`src/hpfs_pkg.sv`:
```
// Package for the host port pin function select block
package hpfs_pkg;
    // Control word bit positions
    localparam int CTL_WIDTH      = 16;
    localparam int BIT_HOST_EN    = 0;
    localparam int BIT_MUX_BUS    = 1;
    localparam int BIT_DBL_STROBE = 2;
    localparam int BIT_DBL_REQ    = 3;
    localparam int BIT_REQ_OD     = 4;
    localparam int BIT_CS_POL     = 5;
    localparam int BIT_DS_POL     = 6;
    localparam int BIT_REQ_POL    = 7;
    localparam int BIT_ACK_POL    = 8;
    localparam logic [15:0] CTL_RESET = 16'h0000;
    localparam logic [5:0]  DIR_RESET = 6'h00;
    localparam logic [5:0]  OUT_RESET = 6'h00;
    localparam int NPIN           = 6;
    // Pin indices within the upper group
    localparam int PIN_A2  = 0;
    localparam int PIN_RW  = 1;
    localparam int PIN_DS  = 2;
    localparam int PIN_CS  = 3;
    localparam int PIN_REQ = 4;
    localparam int PIN_ACK = 5;

    typedef struct packed {
        logic addr_in_two;
        logic mux_addr_nine;
        logic mux_addr_ten;
        logic chip_select_in;
        logic read_write_select;
        logic data_strobe;
        logic read_strobe;
        logic write_strobe;
        logic acknowledge_in;
    } hpfs_host_in_t;

    typedef struct packed {
        logic combined_request_out;
        logic transmit_request_out;
        logic receive_request_out;
    } hpfs_req_t;

    typedef struct packed {
        logic [5:0]  s1;
        logic [5:0]  s2;
        logic [5:0]  s3;
        logic [5:0]  filt;
        logic [15:0] ctl;
        logic [5:0]  dir;
        logic [5:0]  pin_out;
        logic [5:0]  pin_oe;
        logic [5:0]  gp_in;
        hpfs_host_in_t host;
        logic        stopped;
    } hpfs_state_t;
endpackage

```
`src/hpfs_pin_select.sv`:
```
// Upper host-port pin function select and GPIO
module hpfs_pin_select (
    input  wire logic                   sys_clk_i,
    input  wire logic                   rst_b_i,
    input  wire logic                   ctl_wr_i,
    input  wire logic [15:0]            ctl_data_i,
    input  wire logic                   dir_wr_i,
    input  wire logic [5:0]             dir_data_i,
    input  wire logic [5:0]             gp_out_i,
    input  wire logic                   stop_i,
    input  wire logic                   wait_i,
    input  wire hpfs_pkg::hpfs_req_t    req_i,
    input  wire logic [5:0]             pin_i,
    output logic [5:0]                  pin_o,
    output logic [5:0]                  pin_oe_o,
    output hpfs_pkg::hpfs_host_in_t     host_o,
    output logic [5:0]                  gp_in_o,
    output logic [15:0]                 ctl_o,
    output logic [5:0]                  dir_o
);
    hpfs_pkg::hpfs_state_t st;
    hpfs_pkg::hpfs_state_t next_st;

    // Polarity fold: a set bit means active high at the pin
    function automatic logic pol(input logic v, input logic hi);
        pol = hi ? v : ~v;
    endfunction

    // Pin level and enable for a request, open drain only pulls to the low level, whichever polarity is set
    function automatic logic [1:0] req_drive(input logic act, input logic hi, input logic od);
        logic lvl;
        lvl = hi ? act : ~act;
        if (od)
            req_drive = {1'b0, ~lvl};
        else
            req_drive = {lvl, 1'b1};
    endfunction

    // Settle filter: a bit follows the pins only once two stages agree, so one glitch never reaches the host
    function automatic logic [5:0] settle(input logic [5:0] a, input logic [5:0] b, input logic [5:0] held);
        logic [5:0] same;
        same = a ~^ b;
        settle = (same & b) | (~same & held);
    endfunction

    logic host_en;
    logic mux_bus;
    logic dbl_strobe;
    logic dbl_req;
    logic [5:0] pin_sync;
    logic [1:0] rq_a;
    logic [1:0] rq_b;
    assign host_en    = st.ctl[hpfs_pkg::BIT_HOST_EN];
    assign mux_bus    = st.ctl[hpfs_pkg::BIT_MUX_BUS];
    assign dbl_strobe = st.ctl[hpfs_pkg::BIT_DBL_STROBE];
    assign dbl_req    = st.ctl[hpfs_pkg::BIT_DBL_REQ];

    always_comb
    begin
        next_st = st;
        pin_sync = 6'h00;
        rq_a = 2'h0;
        rq_b = 2'h0;
        // Three stages; change counts when second and third agree
        next_st.s1   = pin_i;
        next_st.s2   = st.s1;
        next_st.s3   = st.s2;
        pin_sync     = settle(st.s2, st.s3, st.filt);
        next_st.filt = pin_sync;
        next_st.stopped = stop_i;
        // Wait has no effect on anything below
        if (ctl_wr_i && !stop_i)
            next_st.ctl = ctl_data_i;
        if (dir_wr_i && !stop_i)
            next_st.dir = dir_data_i;
        if (!stop_i)
        begin
            next_st.gp_in = pin_sync;
            next_st.host = '0;
            if (host_en)
            begin
                next_st.host.addr_in_two   = !mux_bus && pin_sync[hpfs_pkg::PIN_A2];
                next_st.host.mux_addr_nine = mux_bus && pin_sync[hpfs_pkg::PIN_A2];
                next_st.host.chip_select_in = !mux_bus
                    && pol(pin_sync[hpfs_pkg::PIN_CS], st.ctl[hpfs_pkg::BIT_CS_POL]);
                next_st.host.mux_addr_ten  = mux_bus && pin_sync[hpfs_pkg::PIN_CS];
                next_st.host.read_write_select = !dbl_strobe && pin_sync[hpfs_pkg::PIN_RW];
                next_st.host.data_strobe = !dbl_strobe
                    && pol(pin_sync[hpfs_pkg::PIN_DS], st.ctl[hpfs_pkg::BIT_DS_POL]);
                next_st.host.read_strobe = dbl_strobe
                    && pol(pin_sync[hpfs_pkg::PIN_RW], st.ctl[hpfs_pkg::BIT_DS_POL]);
                next_st.host.write_strobe = dbl_strobe
                    && pol(pin_sync[hpfs_pkg::PIN_DS], st.ctl[hpfs_pkg::BIT_DS_POL]);
                next_st.host.acknowledge_in = !dbl_req
                    && pol(pin_sync[hpfs_pkg::PIN_ACK], st.ctl[hpfs_pkg::BIT_ACK_POL]);
            end
        end
        // Output drivers
        next_st.pin_oe = 6'h00;
        next_st.pin_out = 6'h00;
        if (host_en)
        begin
            rq_a = req_drive(dbl_req ? req_i.transmit_request_out : req_i.combined_request_out,
                             st.ctl[hpfs_pkg::BIT_REQ_POL], st.ctl[hpfs_pkg::BIT_REQ_OD]);
            rq_b = req_drive(req_i.receive_request_out,
                             st.ctl[hpfs_pkg::BIT_REQ_POL], st.ctl[hpfs_pkg::BIT_REQ_OD]);
            next_st.pin_out[hpfs_pkg::PIN_REQ] = rq_a[1];
            next_st.pin_oe[hpfs_pkg::PIN_REQ]  = rq_a[0];
            if (dbl_req)
            begin
                next_st.pin_out[hpfs_pkg::PIN_ACK] = rq_b[1];
                next_st.pin_oe[hpfs_pkg::PIN_ACK]  = rq_b[0];
            end
        end
        else
        begin
            next_st.pin_out = gp_out_i;
            next_st.pin_oe  = next_st.dir;
        end
        if (stop_i)
            next_st.pin_oe = 6'h00;
    end

    always_ff @(posedge sys_clk_i)
    begin
        if (!rst_b_i)
        begin
            st <= '0;
            st.ctl <= hpfs_pkg::CTL_RESET;
            st.dir <= hpfs_pkg::DIR_RESET;
            st.pin_out <= hpfs_pkg::OUT_RESET;
        end
        else
            st <= next_st;
    end

    assign pin_o    = st.pin_out;
    assign pin_oe_o = st.pin_oe;
    assign host_o   = st.host;
    assign gp_in_o  = st.gp_in;
    assign ctl_o    = st.ctl;
    assign dir_o    = st.dir;

    property p_stop_tristate;
        @(posedge sys_clk_i) disable iff (!rst_b_i) stop_i |=> (pin_oe_o == 6'h00);
    endproperty
    a_stop_tristate: assert property (p_stop_tristate) else $error("Pins driven in stop");

    property p_stop_hold;
        @(posedge sys_clk_i) disable iff (!rst_b_i) stop_i |=> $stable(host_o) && $stable(ctl_o);
    endproperty
    a_stop_hold: assert property (p_stop_hold) else $error("State changed in stop");

    property p_gpio_dir;
        @(posedge sys_clk_i) disable iff (!rst_b_i)
            (!ctl_o[hpfs_pkg::BIT_HOST_EN] && !stop_i && !ctl_wr_i && !dir_wr_i) |=> (pin_oe_o == $past(dir_o));
    endproperty
    a_gpio_dir: assert property (p_gpio_dir) else $error("GPIO direction wrong");

    property p_ctl_load;
        @(posedge sys_clk_i) disable iff (!rst_b_i) (ctl_wr_i && !stop_i) |=> ctl_o == $past(ctl_data_i);
    endproperty
    a_ctl_load: assert property (p_ctl_load) else $error("Control not loaded");

    property p_mux_a9;
        @(posedge sys_clk_i) disable iff (!rst_b_i)
            (host_en && mux_bus && !stop_i && !ctl_wr_i)
            |=> host_o.mux_addr_nine == $past(pin_sync[hpfs_pkg::PIN_A2]) && !host_o.addr_in_two;
    endproperty
    a_mux_a9: assert property (p_mux_a9) else $error("Address nine wrong");

    property p_a2;
        @(posedge sys_clk_i) disable iff (!rst_b_i)
            (host_en && !mux_bus && !stop_i) |=> host_o.addr_in_two == $past(pin_sync[hpfs_pkg::PIN_A2]);
    endproperty
    a_a2: assert property (p_a2) else $error("Address two wrong");

    property p_cs_pol;
        @(posedge sys_clk_i) disable iff (!rst_b_i)
            (host_en && !mux_bus && !stop_i)
            |=> host_o.chip_select_in == ($past(pin_sync[hpfs_pkg::PIN_CS]) ~^ $past(st.ctl[hpfs_pkg::BIT_CS_POL]));
    endproperty
    a_cs_pol: assert property (p_cs_pol) else $error("Chip select polarity wrong");

    property p_req_od;
        @(posedge sys_clk_i) disable iff (!rst_b_i)
            (host_en && st.ctl[hpfs_pkg::BIT_REQ_OD] && !stop_i) |=> pin_o[4] == 1'b0;
    endproperty
    a_req_od: assert property (p_req_od) else $error("Open drain drove high");

    property p_wait;
        @(posedge sys_clk_i) disable iff (!rst_b_i)
            (wait_i && !stop_i && !ctl_wr_i && !dir_wr_i && $stable(pin_i) && $stable(req_i) && $stable(gp_out_i))
            ##1 (wait_i && $stable(pin_i) && $stable(req_i) && $stable(gp_out_i) && !stop_i && !ctl_wr_i && !dir_wr_i)
            |=> $stable(pin_oe_o);
    endproperty
    a_wait: assert property (p_wait) else $error("Wait changed pins");

    // Reset leaves GPIO mode, active-low polarities and all pins undriven
    property p_reset_state;
        @(posedge sys_clk_i)
            !rst_b_i
            |=> ctl_o == hpfs_pkg::CTL_RESET && pin_oe_o == 6'h00 && host_o == '0;
    endproperty
    a_reset_state: assert property (p_reset_state) else $error("Reset state wrong");

    property p_stopped_quiet;
        @(posedge sys_clk_i) disable iff (!rst_b_i)
            st.stopped
            |-> pin_oe_o == 6'h00;
    endproperty
    a_stopped_quiet: assert property (p_stopped_quiet) else $error("Pins driven while stopped");

    property p_stop_refuse_dir;
        @(posedge sys_clk_i) disable iff (!rst_b_i)
            (stop_i && dir_wr_i)
            |=> $stable(dir_o);
    endproperty
    a_stop_refuse_dir: assert property (p_stop_refuse_dir) else $error("Direction written in stop");

    property p_gp_hold;
        @(posedge sys_clk_i) disable iff (!rst_b_i)
            stop_i
            |=> $stable(gp_in_o);
    endproperty
    a_gp_hold: assert property (p_gp_hold) else $error("Port inputs changed in stop");

    property p_dir_load;
        @(posedge sys_clk_i) disable iff (!rst_b_i)
            (dir_wr_i && !stop_i)
            |=> dir_o == $past(dir_data_i);
    endproperty
    a_dir_load: assert property (p_dir_load) else $error("Direction not loaded");

    property p_gp_in;
        @(posedge sys_clk_i) disable iff (!rst_b_i)
            !stop_i
            |=> gp_in_o == $past(pin_sync);
    endproperty
    a_gp_in: assert property (p_gp_in) else $error("Port input sample wrong");

    property p_gp_host_zero;
        @(posedge sys_clk_i) disable iff (!rst_b_i)
            (!host_en && !stop_i)
            |=> host_o == '0;
    endproperty
    a_gp_host_zero: assert property (p_gp_host_zero) else $error("Host inputs live in GPIO mode");

    property p_mux_a10;
        @(posedge sys_clk_i) disable iff (!rst_b_i)
            (host_en && mux_bus && !stop_i)
            |=> host_o.mux_addr_ten == $past(pin_sync[hpfs_pkg::PIN_CS]) && !host_o.chip_select_in;
    endproperty
    a_mux_a10: assert property (p_mux_a10) else $error("Address ten wrong");

    property p_rw_dir;
        @(posedge sys_clk_i) disable iff (!rst_b_i)
            (host_en && !dbl_strobe && !stop_i)
            |=> host_o.read_write_select == $past(pin_sync[hpfs_pkg::PIN_RW]) && !host_o.read_strobe;
    endproperty
    a_rw_dir: assert property (p_rw_dir) else $error("Read/write select wrong");

    property p_ds;
        @(posedge sys_clk_i) disable iff (!rst_b_i)
            (host_en && !dbl_strobe && !stop_i)
            |=> host_o.data_strobe == ($past(pin_sync[hpfs_pkg::PIN_DS]) ~^ $past(st.ctl[hpfs_pkg::BIT_DS_POL]));
    endproperty
    a_ds: assert property (p_ds) else $error("Data strobe wrong");

    property p_rd;
        @(posedge sys_clk_i) disable iff (!rst_b_i)
            (host_en && dbl_strobe && !stop_i)
            |=> host_o.read_strobe == ($past(pin_sync[hpfs_pkg::PIN_RW]) ~^ $past(st.ctl[hpfs_pkg::BIT_DS_POL]));
    endproperty
    a_rd: assert property (p_rd) else $error("Read strobe wrong");

    property p_wr;
        @(posedge sys_clk_i) disable iff (!rst_b_i)
            (host_en && dbl_strobe && !stop_i)
            |=> host_o.write_strobe == ($past(pin_sync[hpfs_pkg::PIN_DS]) ~^ $past(st.ctl[hpfs_pkg::BIT_DS_POL]));
    endproperty
    a_wr: assert property (p_wr) else $error("Write strobe wrong");

    property p_strobe_quiet;
        @(posedge sys_clk_i) disable iff (!rst_b_i)
            (host_en && dbl_strobe && !stop_i)
            |=> !host_o.read_write_select && !host_o.data_strobe;
    endproperty
    a_strobe_quiet: assert property (p_strobe_quiet) else $error("Single strobe live in double mode");

    property p_ack;
        @(posedge sys_clk_i) disable iff (!rst_b_i)
            (host_en && !dbl_req && !stop_i)
            |=> host_o.acknowledge_in == ($past(pin_sync[hpfs_pkg::PIN_ACK]) ~^ $past(st.ctl[hpfs_pkg::BIT_ACK_POL]));
    endproperty
    a_ack: assert property (p_ack) else $error("Acknowledge wrong");

    property p_ack_quiet;
        @(posedge sys_clk_i) disable iff (!rst_b_i)
            (host_en && dbl_req && !stop_i)
            |=> !host_o.acknowledge_in;
    endproperty
    a_ack_quiet: assert property (p_ack_quiet) else $error("Acknowledge live in double request");

    property p_req_single;
        @(posedge sys_clk_i) disable iff (!rst_b_i)
            (host_en && !dbl_req && !st.ctl[hpfs_pkg::BIT_REQ_OD] && !stop_i)
            |=> pin_oe_o[4] && pin_o[4] == ($past(req_i.combined_request_out) ~^ $past(st.ctl[hpfs_pkg::BIT_REQ_POL]));
    endproperty
    a_req_single: assert property (p_req_single) else $error("Combined request wrong");

    property p_req_tx;
        @(posedge sys_clk_i) disable iff (!rst_b_i)
            (host_en && dbl_req && !st.ctl[hpfs_pkg::BIT_REQ_OD] && !stop_i)
            |=> pin_oe_o[4] && pin_o[4] == ($past(req_i.transmit_request_out) ~^ $past(st.ctl[hpfs_pkg::BIT_REQ_POL]));
    endproperty
    a_req_tx: assert property (p_req_tx) else $error("Transmit request wrong");

    property p_req_rx;
        @(posedge sys_clk_i) disable iff (!rst_b_i)
            (host_en && dbl_req && !st.ctl[hpfs_pkg::BIT_REQ_OD] && !stop_i)
            |=> pin_oe_o[5] && pin_o[5] == ($past(req_i.receive_request_out) ~^ $past(st.ctl[hpfs_pkg::BIT_REQ_POL]));
    endproperty
    a_req_rx: assert property (p_req_rx) else $error("Receive request wrong");

    // Open drain only sinks: enable while the request is at its low level
    property p_od_enable;
        @(posedge sys_clk_i) disable iff (!rst_b_i)
            (host_en && st.ctl[hpfs_pkg::BIT_REQ_OD] && !stop_i)
            |=> pin_oe_o[4] == !($past(dbl_req ? req_i.transmit_request_out : req_i.combined_request_out)
                ~^ $past(st.ctl[hpfs_pkg::BIT_REQ_POL]));
    endproperty
    a_od_enable: assert property (p_od_enable) else $error("Open drain enable wrong");

    property p_pol_fold;
        @(posedge sys_clk_i) disable iff (!rst_b_i)
            (host_en && !mux_bus && !stop_i && pin_sync[hpfs_pkg::PIN_CS] == st.ctl[hpfs_pkg::BIT_CS_POL])
            |=> host_o.chip_select_in;
    endproperty
    a_pol_fold: assert property (p_pol_fold) else $error("Polarity fold wrong");
endmodule // hpfs_pin_select

```
`config.mk`:
```
export PLATFORM = sky130hd
export DESIGN_NAME = hpfs_pin_select
export DESIGN_NICKNAME = d
export VERILOG_FILES = /design/src/hpfs_pkg.sv /design/src/hpfs_pin_select.sv
export SDC_FILE = /design/constraint.sdc
export NUM_CORES = 1
export LEC_CHECK = 0
export ABC_AREA = 0
export BUFFER_PORTS_ARGS = -buffer_cell sky130_fd_sc_hd__buf_4
export CAP_MARGIN = 20
export CELL_PAD_IN_SITES_DETAIL_PLACEMENT = 1
export CELL_PAD_IN_SITES_GLOBAL_PLACEMENT = 1
export CORE_ASPECT_RATIO = 0.8
export CORE_UTILIZATION = 37
export CTS_CLUSTER_SIZE = 24
export DETAILED_ROUTE_END_ITERATION = 7
export PLACE_DENSITY = 0.79
export SYNTH_ARGS = -nofsm -noshare
export SYNTH_HDL_FRONTEND = slang
export SYNTH_SLANG_ARGS = --single-unit
```
`constraint.sdc`:
```
create_clock -name sys_clk_i -period 2.1 [get_ports sys_clk_i]
set_clock_uncertainty 0.15 [all_clocks]
set_input_delay 0.21 -clock sys_clk_i [delete_from_list [all_inputs] [get_ports sys_clk_i]]
set_output_delay 0.21 -clock sys_clk_i [all_outputs]
set_load 0.05 [all_outputs]
```
==> key figures <==
Status
  • Run status: completed

Detailed routing
  • DRC: 0
  • Final ANT Viol Nets: 0
  • Via Count: 2,219
  • Routed len/inst: 14.3 µm
  • WL final: 7.09 mm
  • Pre-antenna DRT Iters: 4
  • DR vias/cell: 4.46
  • Iter 0 DRT Violations: 39

Critical path
  • Delay-heaviest family, CP: flip-flops
  • Flop2flop setup slack: approximately 0.66 ns
  • Crit. End Element: primary output
  • Worst Path Required: 1.74 ns
  • Slowest cell delay on critical path: 0.62 ns
  • Startpoint Class: flip-flop
  • Setup CP Type: flip-flop to primary output
  • Crit-path slowest cell: dfxtp_1
  • Crit path buf inv count: 1
  • CP Cell Sequence: buf_4
  • Crit path DAT: 1.25 ns
  • Worst Path Max Fanout: 12

Global routing
  • Vias in the first global route: 2,280
  • GRT overflow: 0
  • Largest net degree at the start of global routing: 44
  • Initial antenna violation count: 0
  • First-pass GRT wire length: roughly 11 mm
  • Total Routing Usage GR: around 18%

Clock network
  • Worst-Skew Late Latency: 0.33 ns
  • Clk slew on worst S/H paths: about 0.08 ns
  • Clk sink count: 73
  • Clock tree root driver cell: clkbuf_8
  • H-Tree Depth: 3
  • Clock Tree Buf Depth: 2
  • Post_cts resized: 0
  • Post-CTS setup buffer count: 0
  • CTS tree: done
  • Total CTS buffers: 9
  • Hold buffer count at CTS: 33

Final layout
  • Layout area overhead: 30.0%
  • Nets: 427
  • Commonest non-fill, non-tap cells in the layout: buf_4, dfxtp_1, nand2_1, dlygate4sd3_1, and2_1
  • Fin cells: 497
  • Share of cells above drive strength 1: 30.3%
  • Ant. Diodes: 0
  • Most common cell after layout, fill and taps aside: buf_4

Power
  • Sw Ratio: between 20 and 25%
  • Pwr/cell area: 784 mW/mm²
  • Sequential power share: 47.5%
  • Combinational fraction of design power: 13.5%
  • Internal power: approximately 2.3 mW
  • Switching power: between 0.7 and 0.8 mW
  • Clock network power share: 39.0%
  • Max IR drop VDD: 0.361 mV
  • Static Leak: 1.73 nW

Timing
  • Minimum clock period: 1.61 ns
  • Slew @ Worst Pin: 0.473 ns
  • Final TNS setup: 0 ns
  • Fin. Hold Viols: 0
  • # setup viols final: 0
  • Unrepaired setup endpoints after global routing: false
  • Period utilization: 76.4%
  • Fmax: 623 MHz
  • Slew Limit Headroom: 68.4%
  • Slew Limit Fails: 0

Floorplan
  • Die area: approximately 0.0085 mm²
  • Die height: 82.9 µm
  • Core area: 0.00791 mm²
  • Starting density of the core: 38.2%
  • Die Span X: 103 µm
  • Row cnt: 29
  • # IOs: between 90 and 100

Placed design
  • RD Place Congestion: 0.711
  • Final HPWL DP: 4.69 mm
  • I/O Buffers: 90
  • Post-placement cell count: 448

Job
  • MaxCap Viol Count: 0

Logic synthesis
  • Post-synthesis cell type count: 33
  • Sequential area share after synthesis: 48.3%
  • Yosys reg bits: 73
  • Synth Instances: 312
  • Cell area after synthesis: 0.00303 mm²
  • Syn_area_per_cell: 9.70 µm²
  • YS warnings: 0
  • Net Count, Synth: 355

Hold path
  • Worst hold path type: input port to flip-flop
-- synthesized netlist by cell type (all sizes together) --
cell	n	area, µm²
nand4	2	12.5
nor2	7	26.3
o21ai	4	23.8
and3b	1	8.76
nand2b	3	18.8
o2111a	1	11.3
a21boi	22	165
clkbuf	6	22.5
buf	60	460
xnor2	1	8.76
mux2i	13	130
o31ai	3	32.5
and2	29	181
inv	5	18.8
dfxtp	73	1460
nor2b	11	68.8
xor2	5	43.8
o41ai	1	8.76
nor3b	1	7.51
nand3	9	50.1
nand2	45	169
a22oi	3	22.5
maj3	6	63.8
o32ai	1	8.76
-- worst paths after layout --
check	start	to	cells past startpoint
hold / removal	gp_out_i[5]	pin_o[5]$_SDFF_PN0_	4
setup reg to reg	ctl_o[0]$_SDFFE_PN0P_	pin_o[5]$_SDFF_PN0_	3
hold reg to reg	next_st[66]$_SDFF_PN0_	next_st[60]$_SDFF_PN0_	1
setup / recovery	ctl_o[0]$_SDFFE_PN0P_	ctl_o[0]	1
-- cell families after synthesis --
| logic type | Yosys count | synth area share, % |
|---|---|---|
| simple gates | 108 | 17.9 |
| flops | 73 | 48.3 |
| buf+inv | 71 | 16.6 |
| compound gates | 35 | 9.02 |
| mux | 13 | 4.30 |
| xor+xnor | 6 | 1.74 |
| fa+ha+maj | 6 | 2.11 |
-- power by group through the flow --
stage	registers, mW	logic (mW)	clock network [mW]
6_report	1.46	0.416	1.20
5_1_grt	1.47	0.446	1.32
4_1_cts	1.46	0.417	1.24
3_5_place_dp	1.50	0.367	0
3_3_place_gp	1.49	0.361	0
2_1_floorplan	1.48	0.287	0
-- per-layer routing --
layer | vias to the layer above | track usage (%) | part of all wire (%)
li1 | 1101 | - | -
met1 | 1052 | 20.9 | 43
met2 | 62 | 29.4 | 50
met3 | 4 | 6.31 | 5.5
met4 | 0 | 4.99 | 0.89
met5 | - | 0 | 0
-- flip-flops by register name (all words and copies together), names as in the netlist --
name and count:
gp_in_o 6, next_st 12, pin_o 6, pin_oe_o 6
st 12, dir_o 6, ctl_o 16, host_o 9
-- final cells by class --
type                            count  area, µm²
Tap cell                          108        135
Fill cell                         940       3980
Timing Repair Buffer              127       1040
Clock inverter                      5       78.8
Clock buffer                       11        141
Multi-Input combinational cell    168       1060
Inverter                            5       18.8
Sequential cell                    73       1460
-- metrics by stage --
step                      util (%)  setup slack (ns)  area [µm²]  total power, mW  hold WS [ns]
after floorplan                  -             0.928        3030             1.77         0.182
after global placement        42.8             0.694        3380             1.85         0.263
after detailed placement      42.8             0.687        3380             1.86         0.268
after CTS                     49.7             0.483        3930             3.12        0.0141
after global routing          49.7             0.426        3930             3.23        0.0619
final                         49.7             0.495        3930             3.08        0.0354
Power figures use the tool's default switching activity.
